File: config.mk
export PLATFORM = sky130hd
export DESIGN_NAME = comparator_control_logic
export DESIGN_NICKNAME = d
export VERILOG_FILES = /design/src/hw/comp_pkg.sv /design/src/hw/crossing_detector.sv /design/src/hw/comparator_control_logic.sv
export SDC_FILE = /design/constraint.sdc
export NUM_CORES = 1
export LEC_CHECK = 0
export BUFFER_PORTS_ARGS = -buffer_cell sky130_fd_sc_hd__buf_4
export CORE_UTILIZATION = 55
export DETAILED_ROUTE_END_ITERATION = 12
export GPL_TIMING_DRIVEN = 0
export PLACE_DENSITY = 0.81
export SLEW_MARGIN = 20
export SYNTH_ARGS = -nofsm -noshare
export SYNTH_HDL_FRONTEND = slang
export SYNTH_HIERARCHICAL = 1
export SYNTH_SLANG_ARGS = --single-unit
File: constraint.sdc
create_clock -name hclk -period 2.65 [get_ports hclk]
set_clock_uncertainty 0.2 [all_clocks]
set_input_delay 0.265 -clock hclk [delete_from_list [all_inputs] [get_ports hclk]]
set_output_delay 0.265 -clock hclk [all_outputs]
set_load 0.03 [all_outputs]
File: src/hw/comp_pkg.sv
package comp_pkg;

  // ==========================================================================
  // register byte offsets (only haddr[11:2] is decoded)
  // ==========================================================================
  localparam logic [11:0] OFF_START      = 12'h000;
  localparam logic [11:0] OFF_STOP       = 12'h004;
  localparam logic [11:0] OFF_SAMPLE     = 12'h008;
  localparam logic [11:0] OFF_EV_READY   = 12'h100;
  localparam logic [11:0] OFF_EV_DOWN    = 12'h104;
  localparam logic [11:0] OFF_EV_UP      = 12'h108;
  localparam logic [11:0] OFF_EV_CROSSING_EVENT   = 12'h10c;
  localparam logic [11:0] OFF_EVENT_SHORTCUT_ENABLES     = 12'h200;
  localparam logic [11:0] OFF_INTERRUPT_ENABLE_MASK      = 12'h300;
  localparam logic [11:0] OFF_INTERRUPT_ENABLE_SET   = 12'h304;
  localparam logic [11:0] OFF_INTERRUPT_ENABLE_CLEAR   = 12'h308;
  localparam logic [11:0] OFF_RESULT     = 12'h400;
  localparam logic [11:0] OFF_ENABLE     = 12'h500;
  localparam logic [11:0] OFF_PSEL       = 12'h504;
  localparam logic [11:0] OFF_REFERENCE_SOURCE_SELECT     = 12'h508;
  localparam logic [11:0] OFF_EXTERNAL_REFERENCE_SELECT  = 12'h50c;
  localparam logic [11:0] OFF_TH         = 12'h530;
  localparam logic [11:0] OFF_MODE       = 12'h534;
  localparam logic [11:0] OFF_HYSTERESIS_ENABLE       = 12'h538;

  // ==========================================================================
  // fields and values
  // ==========================================================================
  localparam logic [1:0]  ENABLE_ON      = 2'h2;
  localparam logic [1:0]  ENABLE_OFF     = 2'h0;
  localparam logic [2:0]  REFERENCE_SOURCE_SELECT_RESET   = 3'h4;
  localparam logic [2:0]  REF_INT_LAST   = 3'h2;
  localparam logic [2:0]  REF_EXTERNAL   = 3'h5;
  localparam logic [2:0]  PSEL_HALF_VDD  = 3'h7;
  localparam logic [1:0]  SPEED_LOW      = 2'h0;
  localparam logic [1:0]  SPEED_NORMAL   = 2'h1;
  localparam logic [1:0]  SPEED_HIGH     = 2'h2;
  localparam int          TH_DOWN_LSB    = 0;
  localparam int          TH_UP_LSB      = 8;
  localparam int          MODE_DIFF_BIT  = 8;
  localparam int          EV_READY       = 0;
  localparam int          EV_DOWN        = 1;
  localparam int          EV_UP          = 2;
  localparam int          EV_CROSSING_EVENT       = 3;
  localparam int          SH_READY_SAMPLE = 0;
  localparam int          SH_READY_STOP  = 1;
  localparam int          SH_DOWN_STOP   = 2;
  localparam int          SH_UP_STOP     = 3;
  localparam int          SH_CROSSING_TO_HALT_SHORTCUT  = 4;

  // ==========================================================================
  // timing
  // ==========================================================================
  localparam int          CLK_PERIOD_NS  = 20;
  localparam int          STARTUP_US     = 3;
  localparam int          STARTUP_CYCLES =
    (STARTUP_US * 1000 + CLK_PERIOD_NS - 1) / CLK_PERIOD_NS;
  localparam logic [7:0]  STARTUP_LOAD   = 8'(STARTUP_CYCLES - 1);

  // ==========================================================================
  // types
  // ==========================================================================
  typedef enum logic [1:0] {ST_OFF, ST_STARTUP, ST_RUNNING} run_state_e;

  typedef struct packed {
    logic       connect;
    logic       power;
    logic       diff_mode;
    logic       hysteresis_enable_on;
    logic [1:0] speed;
    logic [2:0] pos_sel;
    logic [2:0] ref_sel;
    logic [2:0] ext_ref_sel;
    logic [5:0] ladder_code;
    logic       use_lower;
  } core_ctrl_s;

  typedef struct packed {
    logic above;
    logic core_ready;
    logic ref_ready;
  } core_stat_s;

  typedef struct packed {
    logic level;
    logic up;
    logic down;
    logic crossing_event;
  } crossing_event_s;

  // internal references need their own ready only in single-ended operation
  function automatic logic needs_ref_ready(input logic diff, input logic [2:0] reference_source_select);
    return !diff && (reference_source_select <= REF_INT_LAST);
  endfunction

endpackage

File: src/hw/crossing_detector.sv
`timescale 1ns/1ps
module crossing_detector
  import comp_pkg::*;
(
  // clock and reset
  input  wire logic   hclk,
  input  wire logic   hresetn,
  // comparator level and arming
  input  wire logic   arm,
  input  wire logic   above,
  // registered level and one-cycle crossing pulses
  output crossing_event_s      det
);

  crossing_event_s s_reg;
  crossing_event_s s_next;

  // ==========================================================================
  // edge detection
  // ==========================================================================
  always_comb begin
    s_next       = s_reg;
    s_next.level = above;
    s_next.up    = arm && above && !s_reg.level;
    s_next.down  = arm && !above && s_reg.level;
    s_next.crossing_event = arm && (above != s_reg.level);
  end

  always_ff @(posedge hclk or negedge hresetn) begin
    if (!hresetn) begin
      s_reg <= '0;
    end else begin
      s_reg <= s_next;
    end
  end

  assign det = s_reg;

  a_crossing_event_any_dir: assert property (@(posedge hclk) disable iff (!hresetn)
    (s_reg.up || s_reg.down) |-> s_reg.crossing_event)
    else $error("directional event without crossing event");

endmodule // crossing_detector

File: src/hw/comparator_control_logic.sv
// Local design decision: register access over AHB-Lite.
`timescale 1ns/1ps
module comparator_control_logic
  import comp_pkg::*;
(
  // clock and reset
  input  wire logic        hclk,
  input  wire logic        hresetn,
  // ahb-lite slave
  input  wire logic        hsel,
  input  wire logic [31:0] haddr,
  input  wire logic [1:0]  htrans,
  input  wire logic        hwrite,
  input  wire logic [2:0]  hsize,
  input  wire logic [31:0] hwdata,
  input  wire logic        hready,
  output logic             hreadyout,
  output logic             hresp,
  output logic [31:0]      hrdata,
  // analog comparator core and reference ladder
  input  wire core_stat_s  core_stat,
  output core_ctrl_s       core_ctrl,
  // interrupt
  output logic             irq
);

  typedef struct packed {
    run_state_e  st;
    logic [7:0]  cnt;
    logic [3:0]  ev;
    logic [4:0]  event_shortcut_enables;
    logic [3:0]  interrupt_enable_mask;
    logic        result;
    logic [1:0]  enable;
    logic [2:0]  psel;
    logic [2:0]  reference_source_select;
    logic [2:0]  extref;
    logic [5:0]  upper_threshold_field;
    logic [5:0]  lower_threshold_field;
    logic [1:0]  speed;
    logic        diff;
    logic        hysteresis_enable;
    logic        pend;
    logic        pend_wr;
    logic [11:0] addr;
    logic        readyout;
    logic        resp;
    logic [31:0] rdata;
    logic        irq;
    core_ctrl_s  ctrl;
  } state_s;

  state_s s_reg;
  state_s s_next;
  crossing_event_s det;

  logic   acc;
  logic   wr_now;
  logic   t_start;
  logic   t_stop;
  logic   t_sample;
  logic   ready_ev;
  logic   sample_t;
  logic   stop_t;
  logic   enabled;
  logic   [3:0] ev_set;
  logic   [3:0] ev_clr;

  // ==========================================================================
  // crossing detection
  // ==========================================================================
  crossing_detector u_det (
    .hclk    (hclk),
    .hresetn (hresetn),
    .arm     (s_reg.st == ST_RUNNING),
    .above   (core_stat.above),
    .det     (det)
  );

  // ==========================================================================
  // next state
  // ==========================================================================
  always_comb begin
    s_next   = s_reg;
    t_start  = 1'b0;
    t_stop   = 1'b0;
    t_sample = 1'b0;
    ev_clr   = 4'h0;

    // bus: address phase, then one wait cycle where the access is done
    acc    = hsel && hready && htrans[1];
    wr_now = s_reg.pend && s_reg.pend_wr;
    if (acc) begin
      s_next.pend     = 1'b1;
      s_next.pend_wr  = hwrite;
      s_next.addr     = {haddr[11:2], 2'b00};
      s_next.readyout = 1'b0;
    end
    if (s_reg.pend) begin
      s_next.pend     = 1'b0;
      s_next.readyout = 1'b1;
      s_next.rdata    = 32'h0;
    end

    if (wr_now) begin
      case (s_reg.addr)
        OFF_START:    t_start  = hwdata[0];
        OFF_STOP:     t_stop   = hwdata[0];
        OFF_SAMPLE:   t_sample = hwdata[0];
        OFF_EV_READY, OFF_EV_DOWN, OFF_EV_UP, OFF_EV_CROSSING_EVENT: begin
          ev_clr[s_reg.addr[3:2]] = (hwdata == 32'h0);
        end
        OFF_EVENT_SHORTCUT_ENABLES:   s_next.event_shortcut_enables = hwdata[4:0];
        OFF_INTERRUPT_ENABLE_MASK:    s_next.interrupt_enable_mask  = hwdata[3:0];
        OFF_INTERRUPT_ENABLE_SET: s_next.interrupt_enable_mask  = s_reg.interrupt_enable_mask | hwdata[3:0];
        OFF_INTERRUPT_ENABLE_CLEAR: s_next.interrupt_enable_mask  = s_reg.interrupt_enable_mask & ~hwdata[3:0];
        OFF_ENABLE:   s_next.enable = hwdata[1:0];
        OFF_PSEL:     s_next.psel   = hwdata[2:0];
        OFF_REFERENCE_SOURCE_SELECT:   s_next.reference_source_select = hwdata[2:0];
        OFF_EXTERNAL_REFERENCE_SELECT: s_next.extref = hwdata[2:0];
        OFF_TH: begin
          s_next.lower_threshold_field = hwdata[TH_DOWN_LSB +: 6];
          s_next.upper_threshold_field   = hwdata[TH_UP_LSB +: 6];
        end
        OFF_MODE: begin
          s_next.speed = hwdata[1:0];
          s_next.diff  = hwdata[MODE_DIFF_BIT];
        end
        OFF_HYSTERESIS_ENABLE:     s_next.hysteresis_enable   = hwdata[0];
        default: begin
        end
      endcase
    end else if (s_reg.pend) begin
      case (s_reg.addr)
        OFF_EV_READY, OFF_EV_DOWN, OFF_EV_UP, OFF_EV_CROSSING_EVENT: begin
          s_next.rdata = {31'h0, s_reg.ev[s_reg.addr[3:2]]};
        end
        OFF_EVENT_SHORTCUT_ENABLES:    s_next.rdata = {27'h0, s_reg.event_shortcut_enables};
        OFF_INTERRUPT_ENABLE_MASK, OFF_INTERRUPT_ENABLE_SET, OFF_INTERRUPT_ENABLE_CLEAR: begin
          s_next.rdata = {28'h0, s_reg.interrupt_enable_mask};
        end
        OFF_RESULT:    s_next.rdata = {31'h0, s_reg.result};
        OFF_ENABLE:    s_next.rdata = {30'h0, s_reg.enable};
        OFF_PSEL:      s_next.rdata = {29'h0, s_reg.psel};
        OFF_REFERENCE_SOURCE_SELECT:    s_next.rdata = {29'h0, s_reg.reference_source_select};
        OFF_EXTERNAL_REFERENCE_SELECT: s_next.rdata = {29'h0, s_reg.extref};
        OFF_TH:        s_next.rdata = {18'h0, s_reg.upper_threshold_field, 2'h0, s_reg.lower_threshold_field};
        OFF_MODE:      s_next.rdata = {23'h0, s_reg.diff, 6'h0, s_reg.speed};
        OFF_HYSTERESIS_ENABLE:      s_next.rdata = {31'h0, s_reg.hysteresis_enable};
        default:       s_next.rdata = 32'h0;
      endcase
    end

    // ready needs elapsed wait, core ready and reference ready if used
    ready_ev = (s_reg.st == ST_STARTUP) && (s_reg.cnt == 8'h0) &&
               core_stat.core_ready &&
               (core_stat.ref_ready || !needs_ref_ready(s_reg.diff, s_reg.reference_source_select));

    sample_t = t_sample || (ready_ev && s_reg.event_shortcut_enables[SH_READY_SAMPLE]);
    stop_t   = t_stop ||
               (ready_ev  && s_reg.event_shortcut_enables[SH_READY_STOP]) ||
               (det.down  && s_reg.event_shortcut_enables[SH_DOWN_STOP]) ||
               (det.up    && s_reg.event_shortcut_enables[SH_UP_STOP]) ||
               (det.crossing_event && s_reg.event_shortcut_enables[SH_CROSSING_TO_HALT_SHORTCUT]);

    // run control; enable taken from the value after this cycle's write
    enabled = (s_next.enable == ENABLE_ON);
    if (!enabled) begin
      s_next.st  = ST_OFF;
      s_next.cnt = 8'h0;
    end else begin
      case (s_reg.st)
        ST_OFF: begin
          if (t_start && !stop_t) begin
            s_next.st  = ST_STARTUP;
            s_next.cnt = STARTUP_LOAD;
          end
        end
        ST_STARTUP: begin
          if (stop_t) begin
            s_next.st = ST_OFF;
          end else if (s_reg.cnt != 8'h0) begin
            s_next.cnt = s_reg.cnt - 8'h1;
          end else if (ready_ev) begin
            s_next.st = ST_RUNNING;
          end
        end
        ST_RUNNING: begin
          if (stop_t) begin
            s_next.st = ST_OFF;
          end
        end
        default: s_next.st = ST_OFF;
      endcase
    end

    if (sample_t && (s_reg.enable == ENABLE_ON)) begin
      s_next.result = core_stat.above;
    end

    // sticky events: a set in the clearing cycle wins
    ev_set = {det.crossing_event, det.up, det.down, ready_ev};
    s_next.ev  = (s_reg.ev & ~ev_clr) | ev_set;
    s_next.irq = |(s_next.ev & s_next.interrupt_enable_mask);

    // analog controls
    s_next.ctrl.connect     = enabled;
    s_next.ctrl.power       = (s_next.st != ST_OFF);
    s_next.ctrl.diff_mode   = s_next.diff;
    s_next.ctrl.hysteresis_enable_on     = s_next.diff && s_next.hysteresis_enable;
    s_next.ctrl.speed       = s_next.speed;
    s_next.ctrl.pos_sel     = s_next.psel;
    s_next.ctrl.ref_sel     = s_next.reference_source_select;
    s_next.ctrl.ext_ref_sel = s_next.extref;
    s_next.ctrl.use_lower   = !s_next.diff && det.level;
    s_next.ctrl.ladder_code = s_next.ctrl.use_lower ? s_next.lower_threshold_field
                                                    : s_next.upper_threshold_field;
  end

  // ==========================================================================
  // state register
  // ==========================================================================
  always_ff @(posedge hclk or negedge hresetn) begin
    if (!hresetn) begin
      s_reg          <= '0;
      s_reg.reference_source_select   <= REFERENCE_SOURCE_SELECT_RESET;
      s_reg.readyout <= 1'b1;
      s_reg.ctrl.ref_sel <= REFERENCE_SOURCE_SELECT_RESET;
    end else begin
      s_reg <= s_next;
    end
  end

  assign hreadyout = s_reg.readyout;
  assign hresp     = s_reg.resp;
  assign hrdata    = s_reg.rdata;
  assign core_ctrl = s_reg.ctrl;
  assign irq       = s_reg.irq;

  // ==========================================================================
  // assertions
  // ==========================================================================
  a_off_when_disabled: assert property (@(posedge hclk) disable iff (!hresetn)
    (s_reg.enable != ENABLE_ON) |-> (s_reg.st == ST_OFF))
    else $error("comparator running while disabled");

  a_stop_halts: assert property (@(posedge hclk) disable iff (!hresetn)
    (stop_t && s_reg.st != ST_OFF) |=> (s_reg.st == ST_OFF))
    else $error("stop trigger did not halt comparator");

  a_startup_load: assert property (@(posedge hclk) disable iff (!hresetn)
    $rose(s_reg.st == ST_STARTUP) |-> (s_reg.cnt == STARTUP_LOAD))
    else $error("start-up wait not loaded");

  a_ready_after_wait: assert property (@(posedge hclk) disable iff (!hresetn)
    $rose(s_reg.st == ST_RUNNING) |->
      ($past(s_reg.cnt) == 8'h0) && s_reg.ev[EV_READY])
    else $error("ready before start-up wait ended");

  a_ready_needs_core: assert property (@(posedge hclk) disable iff (!hresetn)
    $rose(s_reg.st == ST_RUNNING) |-> $past(core_stat.core_ready))
    else $error("ready raised without core ready");

  a_ready_needs_ref: assert property (@(posedge hclk) disable iff (!hresetn)
    $rose(s_reg.st == ST_RUNNING) |->
      ($past(core_stat.ref_ready) || !needs_ref_ready($past(s_reg.diff), $past(s_reg.reference_source_select))))
    else $error("ready raised without reference ready");

  a_up_event_set: assert property (@(posedge hclk) disable iff (!hresetn)
    det.up |=> s_reg.ev[EV_UP] && s_reg.ev[EV_CROSSING_EVENT])
    else $error("upward crossing not flagged");

  a_down_event_set: assert property (@(posedge hclk) disable iff (!hresetn)
    det.down |=> s_reg.ev[EV_DOWN] && s_reg.ev[EV_CROSSING_EVENT])
    else $error("downward crossing not flagged");

  a_sample_result: assert property (@(posedge hclk) disable iff (!hresetn)
    (wr_now && s_reg.addr == OFF_SAMPLE && hwdata[0] && s_reg.enable == ENABLE_ON)
      |=> (s_reg.result == $past(core_stat.above)))
    else $error("sample did not capture output");

  a_connect_enabled: assert property (@(posedge hclk) disable iff (!hresetn)
    s_reg.ctrl.connect == (s_reg.enable == ENABLE_ON))
    else $error("pin connection does not follow enable");

  a_lower_while_above: assert property (@(posedge hclk) disable iff (!hresetn)
    (!s_reg.diff ##1 !s_reg.diff) |-> (s_reg.ctrl.use_lower == $past(det.level)))
    else $error("wrong ladder threshold selected");

  a_hysteresis_enable_single_off: assert property (@(posedge hclk) disable iff (!hresetn)
    s_reg.ctrl.hysteresis_enable_on |-> s_reg.diff)
    else $error("hysteresis applied in single-ended mode");

  a_event_sticky: assert property (@(posedge hclk) disable iff (!hresetn)
    (s_reg.ev[EV_READY] && !(wr_now && s_reg.addr == OFF_EV_READY)) |=> s_reg.ev[EV_READY])
    else $error("event flag lost without clear");

  a_irq_from_mask: assert property (@(posedge hclk) disable iff (!hresetn)
    s_reg.irq == (|(s_reg.ev & s_reg.interrupt_enable_mask)))
    else $error("interrupt does not match masked events");

  a_trigger_reads_zero: assert property (@(posedge hclk) disable iff (!hresetn)
    (s_reg.pend && !s_reg.pend_wr && s_reg.addr <= OFF_SAMPLE) |=> (s_reg.rdata == 32'h0))
    else $error("trigger register read nonzero");

  a_bus_one_wait: assert property (@(posedge hclk) disable iff (!hresetn)
    acc |=> !s_reg.readyout ##1 s_reg.readyout)
    else $error("bus answer not after one wait cycle");

  c_ready_event: cover property (@(posedge hclk) disable iff (!hresetn)
    $rose(s_reg.ev[EV_READY]));
  c_up_event: cover property (@(posedge hclk) disable iff (!hresetn)
    det.up);
  c_shortcut_stop: cover property (@(posedge hclk) disable iff (!hresetn)
    (s_reg.st == ST_RUNNING) && stop_t && !t_stop);
  c_ready_sample: cover property (@(posedge hclk) disable iff (!hresetn)
    ready_ev && s_reg.event_shortcut_enables[SH_READY_SAMPLE]);

endmodule // comparator_control_logic

After elaboration in Yosys (flattened, before gate mapping)
Index checks and enable logic that the tools add are counted.
{"block": "word_totals", "register_bits": 111, "input_bits": 77, "out_inout_bits": 57, "word_cells": 159}
{"block": "classes", "addsub": 1, "n_lt_le_gt_ge": 3, "n_eq_ne": 27, "n_mux": 40, "bitwise_logic": 8, "reduce_logical": 50}
{"op": "$pmux 14 s11", "count": 1}
{"op": "$mux 32", "count": 3}
{"op": "$eq 10x9->1 const B", "count": 8}
{"op": "$eq 10x7->1 const B", "count": 4}
{"op": "$eq 10x8->1 const B", "count": 4}
{"op": "$logic_not 32->1", "count": 1}
{"op": "$mux 27", "count": 1}
{"op": "$logic_and 1x1->1", "count": 22}
{"op": "$mux 10", "count": 2}
{"op": "$and 4x4->4", "count": 4}
{"op": "$mux 8", "count": 2}
{"op": "$pmux 8 s2", "count": 1}
{"op": "$mux 15", "count": 1}
{"op": "$logic_not 12->1", "count": 1}
{"op": "$mux 12", "count": 1}
{"op": "$mux 3", "count": 4}
{"op": "$mux 4", "count": 3}
{"op": "$pmux 4 s3", "count": 1}
{"op": "$mux 1", "count": 11}
{"op": "$eq 10x1->1 const B", "count": 1}
{"op": "$eq 10x2->1 const B", "count": 1}
{"op": "$mux 2", "count": 5}
{"op": "$reduce_and 2->1", "count": 5}
{"op": "$logic_not 8->1", "count": 1}
{"op": "24 further kinds", "count": 41}

Longest topological paths before layout
{"block": "logic_depth", "word_depth": 16, "ltp_mapped": 8, "depth_no_buf": 7}

By module
The synthesis kept the hierarchy.
{"mod": "comparator_control_logic", "instances": 1, "cells_per_inst": 493, "area_each_um2": 5773.0, "seq_area_each_um2": 2680.1}
{"mod": "crossing_detector", "instances": 1, "cells_per_inst": 10, "area_each_um2": 130.1, "seq_area_each_um2": 100.1}

Worst setup path after synthesis
Ideal clock, no wire load.
{"block": "synth_timing", "kind": "register -> register", "startpoint": "reg s_reg[68] in the netlist's numbering", "endpoint": "reg s_reg (netlist bit core_ctrl[2])", "setup_ps": 138, "arrival_time_ps": 1993, "required_time_ps": 2312, "slack_ps": 319, "path_stages_with_launch": 6, "n_path_buf": 1, "period_less_slack_ps": 2331, "cell_sequence": "dfrtp_1 buf_4 nand4bb_4 nor4_4 mux2i_2 mux4_2"}
{"item": "from (decl)", "line_no": "comparator_control_logic.sv:53", "text": "state_s s_reg;"}
{"item": "from (signal assigned)", "line_no": "comparator_control_logic.sv:230", "text": "s_reg <= s_next;"}

==> run metrics <==
setup_tns=0 ns; # rows=37; Post-synth ARST share=1.00; Leak Pwr=3.49 nW; Rel. slew slack=0.354; Final Instance Count excl. Fillers=786; worst-skew pair later-pin latency=0.38 ns; sequential element share of the synthesized area=0.471; Post-Syn Nets=582; Setup-failing EPs final=0; area added between synthesis and finish=23.8%; die area=11200 sq um; Max VDD drop=0.402 mV; hpwl dp=10.6 mm; Worst Setup End Kind=flip-flop; Wirelength per Cell=18.8 um; leading area contributor after synthesis=dfrtp_1; grt total ovfl=0; Die W=106 um; Die Y=106 um; I/O Pins=134; post-route minimum period=2.58 ns; Sink Count=111; switching share of total power=0.306; initial antenna violation count=0; largest net degree at the start of global routing=112; clock power share=0.269; final net count=724; Vias/cell=5.84; Synth top area share=0.462; reg2reg setup slack=0.07 ns; maximum fanout along the worst path=10; GP Congestion=0.921; RSZ-0062 raised after global routing=no; status=finished clean; Final WS setup=0.0750 ns; Total Routing Usage GR=0.273; share of layout cells above drive strength 1=0.408; Hold Fails Final Rpt=0; Slew @ Worst Pin=0.970 ns; # fillers=774; top_reg_cell synth=dfrtp_1; ANT cells=0; drt total wl=14.8 mm; CP Data Arrival Time=2.64 ns; initial DRC count=460; number of buffers created by CTS=9; Max Slew Vio Count=0; number of remaining DRC errors=0; CTS tree=done; ranking of synthesized cells by area=dfrtp_1 (46%), mux2_2 (7.6%), buf_4 (7.4%), nor2b_1 (2.5%), a22o_1 (2.4%); vias in the first global route=4521; Comb pwr share=0.209; crit path launch type=flip-flop; fin util=0.705; DRT antenna net count=0; power density over the cells=480 nW/um^2; Yosys warnings=6; core area=10400 sq um; placed instance count=744; synth unique cells=78; htree depth=3; CTS clock-pin slew for the worst setup and hold paths=0.10 ns; Pwr Total=0.00351 W; Net Sw Power=0.00107 W; fmax=388 MHz; Seq pwr share=0.522; Cell Int Power=0.00243 W; max_cap viols=0; first-pass GRT wire length=23.2 mm; Worst Hold Class=input pin to flip-flop; worst hold path startpoint=hready; cell with the most instances after synthesis=dfrtp_1; top post-synthesis cells by count=dfrtp_1 (109), buf_4 (58), mux2_2 (40), nor2b_1 (24), nand2_1 (22); Post-synth EDFFs=0; #FFs+latches synth=111; via count=4592; Syn Std Cell Area=5900 sq um; critical path launch point=s_reg[60]; setup slack at placement=-0.171 ns; worst r2r src=s_reg[60]; final period utilization=0.972; Starting Density=0.569; DR pass1 iterations=5; Post-Syn Area per Cell=11.7 sq um; Cells after Synth=503; CTS max path bufs=2; clock root cell=clkbuf_8; WP data required=2.71 ns; I/O Buffers=105; Setup CP Type=flip-flop to flip-flop
routing by layer:
metal  vias to the layer above  track usage  wire, um
met5                         -            0         0
met4                         0       0.0962       289
met3                        25       0.0594      1000
met2                       194        0.437      7140
met1                      2303        0.369      6350
li1                       2070            -         -
cell families after synthesis:
kind of cell	synth area share
compound gates	0.113
flops	0.471
fa+ha+maj	0.00424
simple gates	0.170
mux	0.135
buf+inv	0.105
other cells	0.000635
xor+xnor	0.00148
worst paths after layout:
| kind | endpoint | cells past startpoint |
|---|---|---|
| worst min register to register | hreadyout | 2 |
| worst max register to register | flip-flop | 7 |
| max in group asynchronous | core_ctrl[8] | 2 |
| min in group asynchronous | hrdata[6] | 2 |
| worst min-delay path | s_reg[61] | 3 |
| worst max-delay path | flip-flop | 7 |
worst max-delay path, stage by stage, from the launching register on:
cell      delay (ns)
dfrtp_1         0.48
clkbuf_1        0.42
buf_2           0.37
mux2i_1         0.21
o21ai_0         0.18
a22o_1          0.30
a22oi_1         0.20
a21oi_1         0.10
layout make-up:
type	instances	area, sq um	share of cell area
Buffer	79	549	0.0752
Clock buffer	10	128	0.0175
Clock inverter	6	46.3	0.00634
Inverter	19	71.3	0.00976
Multi-Input combinational cell	294	2520	0.345
Sequential cell	111	2780	0.380
Tap cell	136	170	0.0233
Timing Repair Buffer	131	1040	0.143
timing repair:
item,in CTS,in global routing
hold buffers,22,0
buffers inserted,2,2
resized for setup,1,2
endpoints found under the setup margin,6,7
pin swaps,1,1
gates cloned,0,0
endpoints found under the hold margin,136,0
layout by cell type, fill, tap and decap left out, drive strengths merged, types with 7 or more instances in the layout:
master	Yosys	routed
buf	67	176
dfrtp	109	109
mux2	46	46
nor2b	24	24
nand2	22	22
dlygate4sd3	0	22
clkbuf	12	22
inv	19	21
nor2	19	19
a22o	16	16
nor4	13	13
mux2i	11	11
nand3	9	9
a22oi	8	8
nand4	8	8
and2	7	7
o21ai	7	7
through the flow:
stage	area, sq um	hold WS (ns)
floorplan	5900	-0.231
global placement	6860	0.225
detailed placement	6870	0.226
CTS	7280	0.134
global route	7310	0.149
finish	7310	0.135
power by group through the flow:
| stage | clock (W) | combinational (W) | sequential (W) |
|---|---|---|---|
| final | 0.000943 | 0.000734 | 0.00183 |
| after CTS | 0.000964 | 0.000716 | 0.00183 |
| after floorplan | 0 | 0.000440 | 0.00185 |
| after global placement | 0 | 0.000672 | 0.00186 |
| after global routing | 0.00104 | 0.000782 | 0.00184 |
| after detailed placement | 0 | 0.000689 | 0.00186 |
No activity file was read; power rests on OpenSTA's default activity.
